<file path="src/supervisor_defines.svh">
/*
 Timing constants, widths and reset levels of the reset supervisor.
 Assumes a 100 MHz system clock and a 1 us internal timebase tick.
*/
`ifndef SUPERVISOR_DEFINES_SVH
`define SUPERVISOR_DEFINES_SVH

`define CLK_PERIOD_NS    10
`define TICK_TIME_NS     1000
`define TICK_CYCLES      (`TICK_TIME_NS / `CLK_PERIOD_NS)

`define TIMEOUT_TIME_MS  800
`define TIMEOUT_TICKS    (`TIMEOUT_TIME_MS * 1000000 / `TICK_TIME_NS)

`define LOCKOUT_TIME_US  49
`define LOCKOUT_MAX_US   122
`define LOCKOUT_TICKS    (`LOCKOUT_TIME_US * 1000 / `TICK_TIME_NS)
`define LOCKOUT_MAX_TICKS (`LOCKOUT_MAX_US * 1000 / `TICK_TIME_NS)

`define DEBOUNCE_TIME_US 10
`define DEBOUNCE_CYCLES  (`DEBOUNCE_TIME_US * 1000 / `CLK_PERIOD_NS)

`define TICK_CNT_W       20
`define DIV_CNT_W        12
`define DB_CNT_W         12

`define MR_IDLE_LEVEL    1'b1
`define PIN_LOW_LEVEL    1'b0

`endif

</file>
<file path="src/supervisor_pkg.sv">
/*
 Types of the reset supervisor: sequencer states and register images.
 Assumes supervisor_defines.svh is on the include path.
*/
`include "supervisor_defines.svh"

package supervisor_pkg;

    typedef enum logic [3:0] {
        ST_IDLE    = 4'b0001,
        ST_UV      = 4'b0010,
        ST_TIMEOUT = 4'b0100,
        ST_LOCKOUT = 4'b1000
    } sup_state_t;

    typedef struct packed {
        logic                   uv_s1;
        logic                   uv_s2;
        logic                   mr_s1;
        logic                   mr_s2;
        logic                   mr_db;
        logic [`DB_CNT_W-1:0]   db_cnt;
        sup_state_t             state;
        logic                   manual;
        logic [`TICK_CNT_W-1:0] tick_cnt;
        logic                   rst;
        logic                   drive_n;
        logic                   pin;
    } sup_regs_t;

    typedef struct packed {
        logic [`DIV_CNT_W-1:0]  cnt;
        logic                   tick;
    } div_regs_t;

endpackage

</file>
<file path="src/tick_if.sv">
/*
 Carrier between the sequencer and its timebase divider.
 Assumes both ends run on the same clock.
*/
`timescale 1ns/1ps

interface tick_if;
    logic restart;
    logic tick;

    modport src  (input restart, output tick);
    modport user (output restart, input tick);
endinterface

</file>
<file path="src/tick_timebase.sv">
/*
 Free-running timebase: one-cycle tick every TICK_CYCLES clocks.
 Assumes restart comes from logic on the same clock; restart realigns
 the phase so a timed interval never starts mid-tick.
*/
`timescale 1ns/1ps
`include "supervisor_defines.svh"

module tick_timebase
    import supervisor_pkg::*;
#(
    parameter int TICK_CYCLES = `TICK_CYCLES
) (
    input  wire logic clk_in,
    input  wire logic reset_n_in,
    tick_if.src       tb
);

    localparam logic [`DIV_CNT_W-1:0] LAST =
        `DIV_CNT_W'(TICK_CYCLES - 1);

    if (TICK_CYCLES < 2 || TICK_CYCLES > (1 << `DIV_CNT_W)) begin : g_chk
        $error("tick_timebase: TICK_CYCLES out of range");
    end

    div_regs_t q;
    div_regs_t d;

    always_comb begin
        d      = q;
        d.tick = 1'b0;
        if (tb.restart) begin
            d.cnt = '0;
        end else if (q.cnt == LAST) begin
            d.cnt  = '0;
            d.tick = 1'b1;
        end else begin
            d.cnt = q.cnt + 1'b1;
        end
    end

    always_ff @(posedge clk_in) begin
        if (!reset_n_in) begin
            q <= '0;
        end else begin
            q <= d;
        end
    end

    assign tb.tick = q.tick;

endmodule

</file>
<file path="src/supervisory_reset_pulse_gen.sv">
/*
 Reset supervisor: undervoltage hold with time-out, debounced
 edge-triggered manual reset with a post-pulse lockout, and both an
 open-drain active-low and a push-pull active-high reset output.
 Assumes an analog comparator drives undervoltage_in and that the
 external pull-up on the open-drain pin makes the high level.
*/
// Functional notes
// - Undervoltage asserts reset; hold it at least 800 ms after recovery.
// - Manual reset pulse lasts between 800 ms and 2 s.
// - Manual input is debounced and acts only on a falling edge.
// - After a manual pulse, ignore the manual input at least 49 us.
// - Each accepted falling edge yields exactly one time-out pulse.
// - Active-low output is open-drain: pull low when asserted, else release.
// - Active-high output drives high when asserted, low otherwise.
// - Manual input idles high; unconnected never triggers reset.
// - Lockout after a manual pulse lasts no more than 122 us.
`timescale 1ns/1ps
`include "supervisor_defines.svh"

module supervisory_reset_pulse_gen
    import supervisor_pkg::*;
#(
    parameter int TICK_CYCLES     = `TICK_CYCLES,
    parameter int TIMEOUT_TICKS   = `TIMEOUT_TICKS,
    parameter int LOCKOUT_TICKS   = `LOCKOUT_TICKS,
    parameter int DEBOUNCE_CYCLES = `DEBOUNCE_CYCLES
) (
    input  wire logic clk_in,
    input  wire logic reset_n_in,
    input  wire logic undervoltage_in,
    input  wire logic manual_reset_n_in,
    input  wire logic reset_n_pin_in,
    output wire logic reset_n_out,
    output wire logic reset_n_drive_n_out,
    output wire logic reset_out
);

    // ------------------------------------------------------------
    // Parameter checks
    // ------------------------------------------------------------
    if (TIMEOUT_TICKS < 1 || TIMEOUT_TICKS > (1 << `TICK_CNT_W) ||
        LOCKOUT_TICKS < 1 || LOCKOUT_TICKS > (1 << `TICK_CNT_W) ||
        LOCKOUT_TICKS > `LOCKOUT_MAX_TICKS ||
        DEBOUNCE_CYCLES < 1 ||
        DEBOUNCE_CYCLES > (1 << `DB_CNT_W)) begin : g_chk
        $error("supervisor: timing parameter out of range");
    end

    localparam logic [`TICK_CNT_W-1:0] TO_LAST =
        `TICK_CNT_W'(TIMEOUT_TICKS - 1);
    localparam logic [`TICK_CNT_W-1:0] LO_LAST =
        `TICK_CNT_W'(LOCKOUT_TICKS - 1);
    localparam logic [`DB_CNT_W-1:0]   DB_LAST =
        `DB_CNT_W'(DEBOUNCE_CYCLES - 1);

    // Power-on behaves like a supply recovery: reset held one time-out
    localparam sup_regs_t INIT = '{
        uv_s1:    1'b0,
        uv_s2:    1'b0,
        mr_s1:    `MR_IDLE_LEVEL,
        mr_s2:    `MR_IDLE_LEVEL,
        mr_db:    `MR_IDLE_LEVEL,
        db_cnt:   '0,
        state:    ST_TIMEOUT,
        manual:   1'b0,
        tick_cnt: '0,
        rst:      1'b1,
        drive_n:  1'b0,
        pin:      `PIN_LOW_LEVEL
    };

    // ------------------------------------------------------------
    // Timebase
    // ------------------------------------------------------------
    tick_if tb ();

    tick_timebase #(
        .TICK_CYCLES (TICK_CYCLES)
    ) u_timebase (
        .clk_in     (clk_in),
        .reset_n_in (reset_n_in),
        .tb         (tb.src)
    );

    sup_regs_t q;
    sup_regs_t d;
    logic      mr_fall;
    logic      restart;

    assign tb.restart = restart;

    // ------------------------------------------------------------
    // Sequencer
    // ------------------------------------------------------------
    always_comb begin
        d       = q;
        restart = 1'b0;
        mr_fall = 1'b0;
        d.uv_s1 = undervoltage_in;
        d.uv_s2 = q.uv_s1;
        d.mr_s1 = manual_reset_n_in;
        d.mr_s2 = q.mr_s1;

        // A level must stay put for the whole window; bounces restart it
        if (q.mr_s2 == q.mr_db) begin
            d.db_cnt = '0;
        end else if (q.db_cnt == DB_LAST) begin
            d.mr_db  = q.mr_s2;
            d.db_cnt = '0;
            mr_fall  = ~q.mr_s2;
        end else begin
            d.db_cnt = q.db_cnt + 1'b1;
        end

        unique case (q.state)
            ST_IDLE: begin
                // A held low level never gives a second edge
                if (mr_fall) begin
                    d.state    = ST_TIMEOUT;
                    d.manual   = 1'b1;
                    d.tick_cnt = '0;
                    restart    = 1'b1;
                end
            end
            ST_UV: begin
                if (!q.uv_s2) begin
                    d.state    = ST_TIMEOUT;
                    d.manual   = 1'b0;
                    d.tick_cnt = '0;
                    restart    = 1'b1;
                end
            end
            ST_TIMEOUT: begin
                if (tb.tick) begin
                    if (q.tick_cnt == TO_LAST) begin
                        d.tick_cnt = '0;
                        d.state    = q.manual ? ST_LOCKOUT : ST_IDLE;
                        restart    = q.manual;
                    end else begin
                        d.tick_cnt = q.tick_cnt + 1'b1;
                    end
                end
            end
            ST_LOCKOUT: begin
                // Edges seen here are dropped, not queued
                if (tb.tick) begin
                    if (q.tick_cnt == LO_LAST) begin
                        d.tick_cnt = '0;
                        d.state    = ST_IDLE;
                        d.manual   = 1'b0;
                    end else begin
                        d.tick_cnt = q.tick_cnt + 1'b1;
                    end
                end
            end
        endcase

        // Undervoltage overrides any manual phase
        if (q.uv_s2) begin
            d.state    = ST_UV;
            d.manual   = 1'b0;
            d.tick_cnt = '0;
        end

        d.rst     = (d.state == ST_UV) || (d.state == ST_TIMEOUT);
        d.drive_n = ~d.rst;
        d.pin     = `PIN_LOW_LEVEL;
    end

    always_ff @(posedge clk_in) begin
        if (!reset_n_in) begin
            q <= INIT;
        end else begin
            q <= d;
        end
    end

    // ------------------------------------------------------------
    // Outputs
    // ------------------------------------------------------------
    assign reset_n_out         = q.pin;
    assign reset_n_drive_n_out = q.drive_n;
    assign reset_out           = q.rst;

    // ------------------------------------------------------------
    // Assertions
    // ------------------------------------------------------------
    localparam int TO_MIN = TIMEOUT_TICKS * TICK_CYCLES;
    localparam int TO_MAX = (TIMEOUT_TICKS + 1) * (TICK_CYCLES + 1) + 4;
    localparam int LO_MIN = LOCKOUT_TICKS * TICK_CYCLES;
    localparam int LO_MAX = LOCKOUT_TICKS * (TICK_CYCLES + 1) + 2;

    int unsigned rel_cnt;
    int unsigned lock_cnt;

    always_ff @(posedge clk_in) begin
        if (!reset_n_in || q.uv_s2 || !q.rst) begin
            rel_cnt <= 0;
        end else begin
            rel_cnt <= rel_cnt + 1;
        end
        if (!reset_n_in || q.state == ST_TIMEOUT) begin
            lock_cnt <= 0;
        end else if (q.state == ST_LOCKOUT) begin
            lock_cnt <= lock_cnt + 1;
        end
    end
endmodule

</file>
<file path="config.mk">
export PLATFORM = sky130hd
export DESIGN_NAME = supervisory_reset_pulse_gen
export DESIGN_NICKNAME = d
export VERILOG_FILES = /design/src/supervisor_pkg.sv /design/src/tick_if.sv /design/src/tick_timebase.sv /design/src/supervisory_reset_pulse_gen.sv
export VERILOG_INCLUDE_DIRS = /design/src
export SDC_FILE = /design/constraint.sdc
export NUM_CORES = 1
export LEC_CHECK = 0
export BUFFER_PORTS_ARGS = -buffer_cell sky130_fd_sc_hd__buf_2
export CAP_MARGIN = 20
export CORE_UTILIZATION = 60
export DETAILED_ROUTE_END_ITERATION = 16
export HOLD_SLACK_MARGIN = 0.05
export PLACE_DENSITY = 0.89
export SLEW_MARGIN = 15
export SYNTH_ARGS = -nofsm -noshare
export SYNTH_HDL_FRONTEND = slang
export SYNTH_SLANG_ARGS = --single-unit
</file>
<file path="constraint.sdc">
create_clock -name clk_in -period 4.3 [get_ports clk_in]
set_input_delay 0.645 -clock clk_in [delete_from_list [all_inputs] [get_ports clk_in]]
set_output_delay 0.645 -clock clk_in [all_outputs]
set_load 0.05 [all_outputs]
</file>
==> results of run 1 <==
power groups by stage:
stage	Clock (W)	Combinational, W	Sequential (W)
2_1_floorplan	0	0.0000347	0.000553
3_3_place_gp	0	0.0000422	0.000552
3_5_place_dp	0	0.0000436	0.000553
4_1_cts	0.000499	0.0000441	0.000541
5_1_grt	0.000529	0.0000481	0.000541
6_report	0.000494	0.0000442	0.000541
cell usage in the layout, fill, tap and decap left out, drive strengths merged, types with 6 or more instances in the layout:
cell and n:
buf 6, dfxtp 57, nor3 12, a31oi 6
nor2 50, nand4 6, a21oi 10, clkbuf 9
nand2 31, nand3 24, nand2b 9, xnor2 17
o21ai 8, inv 9, nor4 9, xor2 15
cells by family (layout without fill, tap and decap cells):
| kind of cell | count (synthesis) | after routing |
|---|---|---|
| adder cells (fa/ha/maj) | 4 | 4 |
| AND/OR/NAND/NOR | 172 | 172 |
| XOR/XNOR | 32 | 32 |
| other | 1 | 1 |
| AO/OA/AOI/OAI | 39 | 39 |
| multiplexers | 1 | 1 |
| flip-flops | 57 | 57 |
| buffers and inverters | 20 | 31 |
final timing paths:
check,startpoint,end,slack [ps],depth (start not counted)
setup / recovery,q[3],q[3],1630,8
hold / removal,d[41],q[41],420,1
setup reg to reg,q[3],q[3],1630,8
hold reg to reg,d[41],q[41],420,1
sequential cells by signal, indices dropped and copies added (netlist names):
name and count:
q 40, u_timebase.q 12, d 2, reset_n_drive_n_out 1, reset_out 1, u_timebase.tb.tick 1
worst register-to-register path: cells and delay by family (launching register included):
| family | cells | cell delay [ps] |
|---|---|---|
| AOI/OAI and AO/OA | 3 | 870 |
| and+or+nand+nor | 3 | 700 |
| DFF | 1 | 450 |
| adders and majority gates | 1 | 320 |
| buffers and inverters | 1 | 200 |
cell usage after synthesis (all sizes together) (6+ instances only):
master  count  area, µm²
xor2       15        131
dfxtp      57       1140
clkbuf      6       22.5
nand3      24        125
nor2       50        190
a31oi       6       37.5
nor3       12       65.1
inv         9       33.8
nand4       6       37.5
nor4        9       90.1
xnor2      17        149
nand2      31        116
nand2b      9       56.3
o21ai       8       58.8
a21oi      10       50.1
layout make-up:
cell class	instances	area (µm²)	area share (%)
Sequential cell	57	1140	38.0
Clock inverter	7	71.3	2.37
Multi-Input combinational cell	249	1540	51.2
Timing Repair Buffer	6	32.5	1.08
Tap cell	52	65.1	2.16
Inverter	9	33.8	1.12
Clock buffer	9	124	4.12
per-layer routing:
layer / global-route usage, % / share of wire [%]
met3: 11.0 / 5.7
met2: 37.9 / 47
met4: 11.6 / 1.9
met1: 29.1 / 45
met5: 0 / 0
stage by stage:
step                      power [W]  hold WS, ps  util [%]  std cells  worst slack [ps]
after global routing        0.00112          448      68.6        389              1490
after global placement     0.000594          391      64.1        373              1840
after detailed placement   0.000596          420      64.1        373              1710
after CTS                   0.00108          436      68.6        389              1650
after floorplan            0.000587          386         -        326              2150
final                       0.00108          421      68.6        389              1630
==> results.sh, run 1 <==
export IMPL_grt_pass1_wl_um=9400
export IMPL_htreeDepth=3
export IMPL_diodes=0
export IMPL_clock_latency_ps=350
export IMPL_synth_edf_count=0
export IMPL_p_int_w=0.000813
export IMPL_cts_hold_buffers=0
export IMPL_p_seq_share_pct=50.1
export IMPL_nNetsFinal=341
export IMPL_finalHoldViolations=0
export IMPL_cts_buffers=9
export IMPL_required_ps=4500
export IMPL_start_util_pct=63.2
export IMPL_clkSinkCount=57
export IMPL_nFillCells=361
export IMPL_synth_cell_type_count=52
export IMPL_worst_pin_slew_ps=663
export IMPL_drt_initial_drc_count=154
export IMPL_via_count=2296
export IMPL_grt_setup_unrepaired="false"
export IMPL_p_switching_w=0.000266
export IMPL_grt_overflow=0
export IMPL_cts_setup_buffers=0
export IMPL_pwr_share_comb_pct=4.1
export IMPL_fin_skew_ps=8.21
export IMPL_fin_crit_sh_pct=62.2
export IMPL_core_area_um2=4380
export IMPL_synth_compound_area_share_pct=10.1
export IMPL_clock_root_buffer="clkbuf_8"
export IMPL_ir_drop_mv=0.337
export IMPL_die_y_um=69.9
export IMPL_routed_wl_um=5440
export IMPL_synth_area_um2=2770
export IMPL_synth_seq_cells=57
export IMPL_synth_seq_area_share_pct=41.2
export IMPL_status="finished, final reports clean"
export IMPL_grt_usage_pct=24.6
export IMPL_fin_area_um2=3010
export IMPL_synth_warnings=0
export IMPL_routed_via_density=5.90
export IMPL_placed_area_um2=2810
export IMPL_clock_path_buffers=2
export IMPL_grt_max_degree=19
export IMPL_first_pass_iters=4
export IMPL_worstPathArrival_ps=2880
export IMPL_cts_resized=0
export IMPL_synth_nets=335
export IMPL_hpwl_um=3710
export IMPL_setup_worst_path_end_class="flop"
export IMPL_synthSimpleGateAreaFrac_pct=33.0
export IMPL_max_cap_violations=0
export IMPL_syn_avg_cell_area_um2=8.50
export IMPL_design_die_area_um2=4890
export IMPL_critPathTopFamily="compound AO/OA/AOI/OAI gates"
export IMPL_cp_cell_sequence="ha_1 -> nand2_1 -> or4_1 -> o21ai_0 -> o31ai_1 -> buf_4 -> o21ai_2 -> nor2_1"
export IMPL_antenna_found_initial=0
export IMPL_worst_path_buf_inv=1
export IMPL_leakagePower_nw=1.00
export IMPL_crit_fanout=15
export IMPL_critPathLaunchType="flop"
export IMPL_max_stage_delay_ps=540
export IMPL_clk_pin_slew_ps=70
export IMPL_path_class="reg2reg"
export IMPL_ys_async_sr_fraction_pct=0
export IMPL_tritoncts="done"
export IMPL_chipWidth_um=69.9
export IMPL_fmax_mhz=374
export IMPL_synthAdderAreaFrac_pct=1.81
export IMPL_swShare_pct=24.7
export IMPL_io_pins=8
export IMPL_portBuffers=5
export IMPL_slowest_stage="o21ai_2"
export IMPL_drc=0
export IMPL_synth_top_family_by_area="simple AND/OR/NAND/NOR gates"
export IMPL_grt_pass1_vias=2152
export IMPL_holdCritPathClass="reg2reg"
export IMPL_final_antenna_net_count=0
export IMPL_synthCells=326
export IMPL_clkPwrFrac_pct=45.8
export IMPL_setup_violations_final=0
export IMPL_avgRoutedWirePerCell_um=14.0
export IMPL_drv_slew=0
export IMPL_setup_tns_ps=0
export IMPL_drive_gt1_share_pct=11.3
export IMPL_gp_congestion=0.871
export IMPL_worst_slew_margin_rel_pct=55.8
export IMPL_rows=24
export IMPL_period_minus_slack_ps=2670
export IMPL_synth_xor_area_share_pct=10.1
export IMPL_p_per_area_nw_per_um2=359
export IMPL_muxShareOfSynthArea_pct=0.361
export IMPL_synth_ff_type="dfxtp_1"
export IMPL_syn_to_final_growth_pct=8.54
No activity file was read; power rests on OpenSTA's default activity.
==> inputs of run 2 (changes only) <==
Settings changed: ABC_AREA set to 1, CORE_UTILIZATION 60 to 56, PLACE_DENSITY 0.89 to 0.88.
Clock period 4.3 ns to 2.2 ns, I/O delays scaled along.
==> run 2 against run 1 <==
Against the previous run:
- via count is 28% higher
- total power is 140% higher
- critical endpoint is now u_timebase.q[11]
- combinational power grew to 15 times the previous value
- area after synthesis is 13% higher
- core utilization is 4.6 points lower
- clock power is 72% higher
- die area is 20% higher
- sequential power is 110% higher
- highest routed layer unchanged
- final cell count is 39% higher
==> results.sh, run 2 <==
export IMPL_htreeDepth=3
export IMPL_grt_pass1_wl_um=11500
export IMPL_largest_reg_flops=40
export IMPL_swShare_pct=36.8
export IMPL_synth_xor_area_share_pct=2.25
export IMPL_synth_warnings=0
export IMPL_fmax_mhz=505
export IMPL_clock_path_buffers=2
export IMPL_slowest_stage="dfxtp_1"
export IMPL_period_minus_slack_ps=1980
export IMPL_cp_startpoint="q[4]"
export IMPL_layout_commonest_cell="nand2_1"
export IMPL_clkSinkCount=57
export IMPL_core_area_um2=5240
export IMPL_clk_pin_slew_ps=70
export IMPL_rows=26
export IMPL_syn_avg_cell_area_um2=6.84
export IMPL_io_pins=8
export IMPL_crit_fanout=12
export IMPL_synth_seq_area_share_pct=36.6
export IMPL_synth_top_family_by_area="simple AND/OR/NAND/NOR gates"
export IMPL_cp_cell_sequence="ha_1 -> nand3_2 -> nor2_4 -> nand2_2 -> nor3_1 -> nand3_1 -> nand4_1 -> a21oi_1"
export IMPL_fin_util_pct=64.0
export IMPL_setup_tns_ps=0
export IMPL_p_switching_w=0.000963
export IMPL_clock_latency_ps=340
export IMPL_drt_initial_drc_count=157
export IMPL_ir_drop_mv=0.717
export IMPL_worst_slew_margin_rel_pct=37.6
export IMPL_setup_violations_final=0
export IMPL_muxShareOfSynthArea_pct=0
export IMPL_fin_crit_sh_pct=89.9
export IMPL_holdCritPathClass="in2reg"
export IMPL_grt_max_degree=21
export IMPL_syn_to_final_growth_pct=7.38
export IMPL_max_cap_violations=0
export IMPL_synth_nets=465
export IMPL_via_count=2938
export IMPL_chipWidth_um=76.6
export IMPL_yosys_area_top_type_share_pct=36.6
export IMPL_yosysMostFrequentCell="nand2_1"
export IMPL_top_register="q"
export IMPL_nNetsFinal=474
export IMPL_grt_pass1_vias=2755
export IMPL_synthCells=456
export IMPL_ys_async_sr_fraction_pct=0
export IMPL_grt_setup_unrepaired="false"
export IMPL_cts_hold_buffers=0
export IMPL_synth_compound_area_share_pct=9.63
export IMPL_synth_ff_type="dfxtp_1"
export IMPL_critPathTopFamily="simple AND/OR/NAND/NOR gates"
export IMPL_clkPwrFrac_pct=32.5
export IMPL_finalHoldViolations=0
export IMPL_synth_area_um2=3120
export IMPL_final_antenna_net_count=0
export IMPL_hp_start="manual_reset_n_in"
export IMPL_setup_worst_path_end_class="flop"
export IMPL_status="finished, final reports clean"
export IMPL_grt_overflow=0
export IMPL_grt_usage_pct=24.8
export IMPL_synthAdderAreaFrac_pct=1.60
export IMPL_synthSimpleGateAreaFrac_pct=39.0
export IMPL_p_int_w=0.00166
export IMPL_cts_buffers=9
export IMPL_worst_path_buf_inv=0
export IMPL_pwr_share_comb_pct=24.8
export IMPL_ys_top_cells_by_area="dfxtp_1 37%, nand2_1 11%, inv_1 8.2%, nor2_1 7.3%, nand3_1 6.7%"
export IMPL_antenna_found_initial=0
export IMPL_cts_resized=0
export IMPL_rr_startpoint="q[4]"
export IMPL_diodes=0
export IMPL_drv_slew=0
export IMPL_clock_root_buffer="clkbuf_8"
export IMPL_drc=0
export IMPL_die_y_um=76.6
export IMPL_ys_top_cells_by_count="91 x nand2_1, 68 x inv_1, 61 x nor2_1"
export IMPL_netlist_top_cell_by_area="dfxtp_1"
export IMPL_max_stage_delay_ps=410
export IMPL_cts_setup_buffers=0
export IMPL_design_die_area_um2=5870
export IMPL_routed_via_density=5.44
export IMPL_synth_cell_type_count=42
export IMPL_critPathLaunchType="flop"
export IMPL_portBuffers=5
export IMPL_worst_pin_slew_ps=932
export IMPL_path_class="reg2reg"
export IMPL_drive_gt1_share_pct=10.4
export IMPL_final_cell_mix="91 x nand2_1, 68 x inv_1, 61 x nor2_1, 57 x dfxtp_1, 42 x nand3_1"
export IMPL_avgRoutedWirePerCell_um=12.2
export IMPL_fin_skew_ps=7.78
export IMPL_r2r_slack_ps=220
export IMPL_synth_seq_cells=57
export IMPL_leakagePower_nw=1.37
export IMPL_gp_congestion=0.908
export IMPL_p_seq_share_pct=42.7
export IMPL_synth_edf_count=0
export IMPL_required_ps=2410
export IMPL_tritoncts="done"
export IMPL_start_util_pct=59.6
export IMPL_p_per_area_nw_per_um2=782
export IMPL_first_pass_iters=7
export IMPL_worstPathArrival_ps=2190
export IMPL_routed_wl_um=6590
export IMPL_hpwl_um=4860
run 2: cells by family (layout without fill, tap and decap cells):
logic type | Yosys count | after routing
simple gates | 255 | 255
buf+inv | 80 | 94
flops | 57 | 57
compound gates | 51 | 51
xor+xnor | 8 | 8
fa+ha+maj | 4 | 4
other cells | 1 | 1
run 2: power groups by stage:
stage | combinational, W | sequential (W) | clock, W
3_3_place_gp | 0.000618 | 0.00114 | 0
3_5_place_dp | 0.000634 | 0.00114 | 0
6_report | 0.000650 | 0.00112 | 0.000851
4_1_cts | 0.000641 | 0.00112 | 0.000869
2_1_floorplan | 0.000498 | 0.00119 | 0
5_1_grt | 0.000712 | 0.00112 | 0.000915
run 2: per-layer routing:
metal  track usage, %  share of wire (%)  vias to the layer above
met5                0                  0                        -
li1                 -                  -                     1488
met2             43.4                 49                       83
met1             27.1                 44                     1354
met4             11.5                1.7                        0
met3             7.78                5.2                       13
run 2: path summary, 6_finish.rpt:
check | endpoint | cells after the start
setup / recovery | u_timebase.q[11] | 8
hold reg to reg | q[43] | 2
hold / removal | d[41] | 2
setup reg to reg | u_timebase.q[11] | 8
run 2: metrics by stage:
stage	setup WS [ps]	area, µm²	cells	hold WS [ps]	total power, W
floorplan	561	3120	456	390	0.00168
global placement	301	3180	524	396	0.00175
detailed placement	248	3180	524	411	0.00177
CTS	229	3350	540	157	0.00263
global route	16.1	3350	540	150	0.00275
finish	221	3350	540	171	0.00262
run 2: cell type report:
cell class | count | area [µm²]
clock inverter | 6 | 43.8
clock buffer | 10 | 128
multi-input combinational | 319 | 1640
sequential | 57 | 1140
fill | 471 | 1890
tap | 70 | 87.6
timing repair buffer | 6 | 32.5
inverter | 72 | 277
==> inputs of run 3 (changes only) <==
Settings changed: CORE_UTILIZATION 56 to 60, PLACE_DENSITY 0.88 to 0.89.
Clock period 2.2 ns to 2 ns, I/O delays scaled along.
==> run 3 against run 2 <==
Against the previous run:
- wire length is 1.4% higher
- total power grew 17%
- critical path type unchanged
- first-iteration DRC count rose by 17%
- largest cell class unchanged
- final area is 2.3% higher
- core utilization rose by 6.7 points
- register-to-register slack worse by 80 ps
- clock power rose by 30%
- highest routed layer unchanged
- critical path depth increased by 2
==> results.sh, run 3 (synthesis results as in run 2) <==
export IMPL_status="finished, final reports clean"
export IMPL_hpwl_um=4890
export IMPL_first_pass_iters=6
export IMPL_p_per_area_nw_per_um2=896
export IMPL_nNetsFinal=478
export IMPL_final_antenna_net_count=0
export IMPL_fin_skew_ps=13.7
export IMPL_clock_root_buffer="clkbuf_8"
export IMPL_routed_via_density=5.42
export IMPL_wl_met2_um=3210
export IMPL_ir_drop_mv=0.828
export IMPL_design_die_area_um2=5490
export IMPL_grt_usage_pct=27.5
export IMPL_io_pins=8
export IMPL_start_util_pct=64.3
export IMPL_syn_to_final_growth_pct=9.87
export IMPL_gp_congestion=0.928
export IMPL_antenna_found_initial=0
export IMPL_avgRoutedWirePerCell_um=12.4
export IMPL_fmax_mhz=539
export IMPL_clock_latency_ps=350
export IMPL_drv_slew=0
export IMPL_drt_initial_drc_count=184
export IMPL_hp_start="manual_reset_n_in"
export IMPL_leakagePower_nw=1.42
export IMPL_period_minus_slack_ps=1860
export IMPL_core_area_um2=4850
export IMPL_cts_buffers=9
export IMPL_die_y_um=74.1
export IMPL_grt_overflow=0
export IMPL_rr_worst_depth=10
export IMPL_layout_setup_ws_ps=144
export IMPL_diodes=0
export IMPL_largest_reg_flops=40
export IMPL_max_cap_violations=0
export IMPL_portBuffers=5
export IMPL_setup_tns_ps=0
export IMPL_highest_layer="met4"
export IMPL_clk_pin_slew_ps=80
export IMPL_clkSinkCount=57
export IMPL_fin_crit_sh_pct=92.8
export IMPL_crit_fanout=7
export IMPL_routed_wl_um=6680
export IMPL_required_ps=2250
export IMPL_preCtsSetupSlack_ps=134
export IMPL_finalHoldViolations=0
export IMPL_grt_pass1_vias=2817
export IMPL_drive_gt1_share_pct=11.8
export IMPL_layout_commonest_cell="nand2_1"
export IMPL_critPathLaunchType="flop"
export IMPL_cp_startpoint="q[3]"
export IMPL_grt_max_degree=21
export IMPL_grt_pass1_wl_um=11500
export IMPL_placed_area_um2=3190
export IMPL_setup_worst_path_end_class="flop"
export IMPL_drc=0
export IMPL_clock_path_buffers=2
export IMPL_chipWidth_um=74.1
export IMPL_via_count=2931
export IMPL_rr_startpoint="q[3]"
export IMPL_final_cell_mix="91 x nand2_1, 68 x inv_1, 61 x nor2_1, 56 x dfxtp_1, 42 x nand3_1"
export IMPL_holdCritPathClass="in2reg"
export IMPL_rows=25
export IMPL_r2r_slack_ps=140
export IMPL_worst_slew_margin_rel_pct=39.2
export IMPL_hold_depth=2
export IMPL_fin_area_um2=3430
export IMPL_worstPathArrival_ps=2110
export IMPL_worst_pin_slew_ps=908
export IMPL_met3WireLength_um=405
export IMPL_htreeDepth=3
export IMPL_tritoncts="done"
export IMPL_setup_violations_final=0
export IMPL_path_class="reg2reg"
export IMPL_top_register="q"
export IMPL_wl_met1_um=2890
-- run 3: per-layer routing --
metal	GRT usage [%]	vias up
li1	-	1500
met1	30.8	1320
met2	46.4	89
met3	8.54	22
met4	15.6	0
met5	0	-
-- run 3: worst paths after layout --
path	to
setup / recovery	q[15]
hold / removal	d[41]
setup reg to reg	q[15]
hold reg to reg	q[41]
-- run 3: stage by stage --
step	cells	hold WS (ps)	util [%]	total power (W)
after global placement	523	395	65.8	0.00193
final	541	131	70.7	0.00307
after CTS	539	117	69.9	0.00306
after floorplan	456	390	-	0.00185
after detailed placement	523	400	65.8	0.00196
after global routing	541	121	70.7	0.00321
-- run 3: where the power goes --
part,total (W),switching (W),internal (W)
Clock,0.00111,0.000522,0.000584
Sequential,0.00123,0.0000341,0.00119
Combinational,0.000738,0.000541,0.000196
Total,0.00307,0.00110,0.00197
-- run 3: timing repair --
item | 4_1_cts | 5_1_grt
resized for setup | 0 | 4
endpoints found under the hold margin | 0 | 0
hold buffers | 0 | 0
setup buffers | 0 | 2
setup endpoints to repair | 0 | 10
-- run 3: layout make-up --
type	count	area (µm²)
Fill cell	406	1420
Inverter	72	277
Sequential cell	57	1140
Clock inverter	7	77.6
Multi-Input combinational cell	319	1660
Clock buffer	9	124
Tap cell	67	83.8
Timing Repair Buffer	10	62.6
-- run 3: critical path, stage by stage, from the launching register on --
cell	delay (ps)
dfxtp_1	390
ha_1	220
nand3_2	130
nor2_4	190
nand2_2	120
o21ai_2	150
nand2_2	140
o21ai_4	180
inv_2	90
o21ai_0	80
nor2_1	60
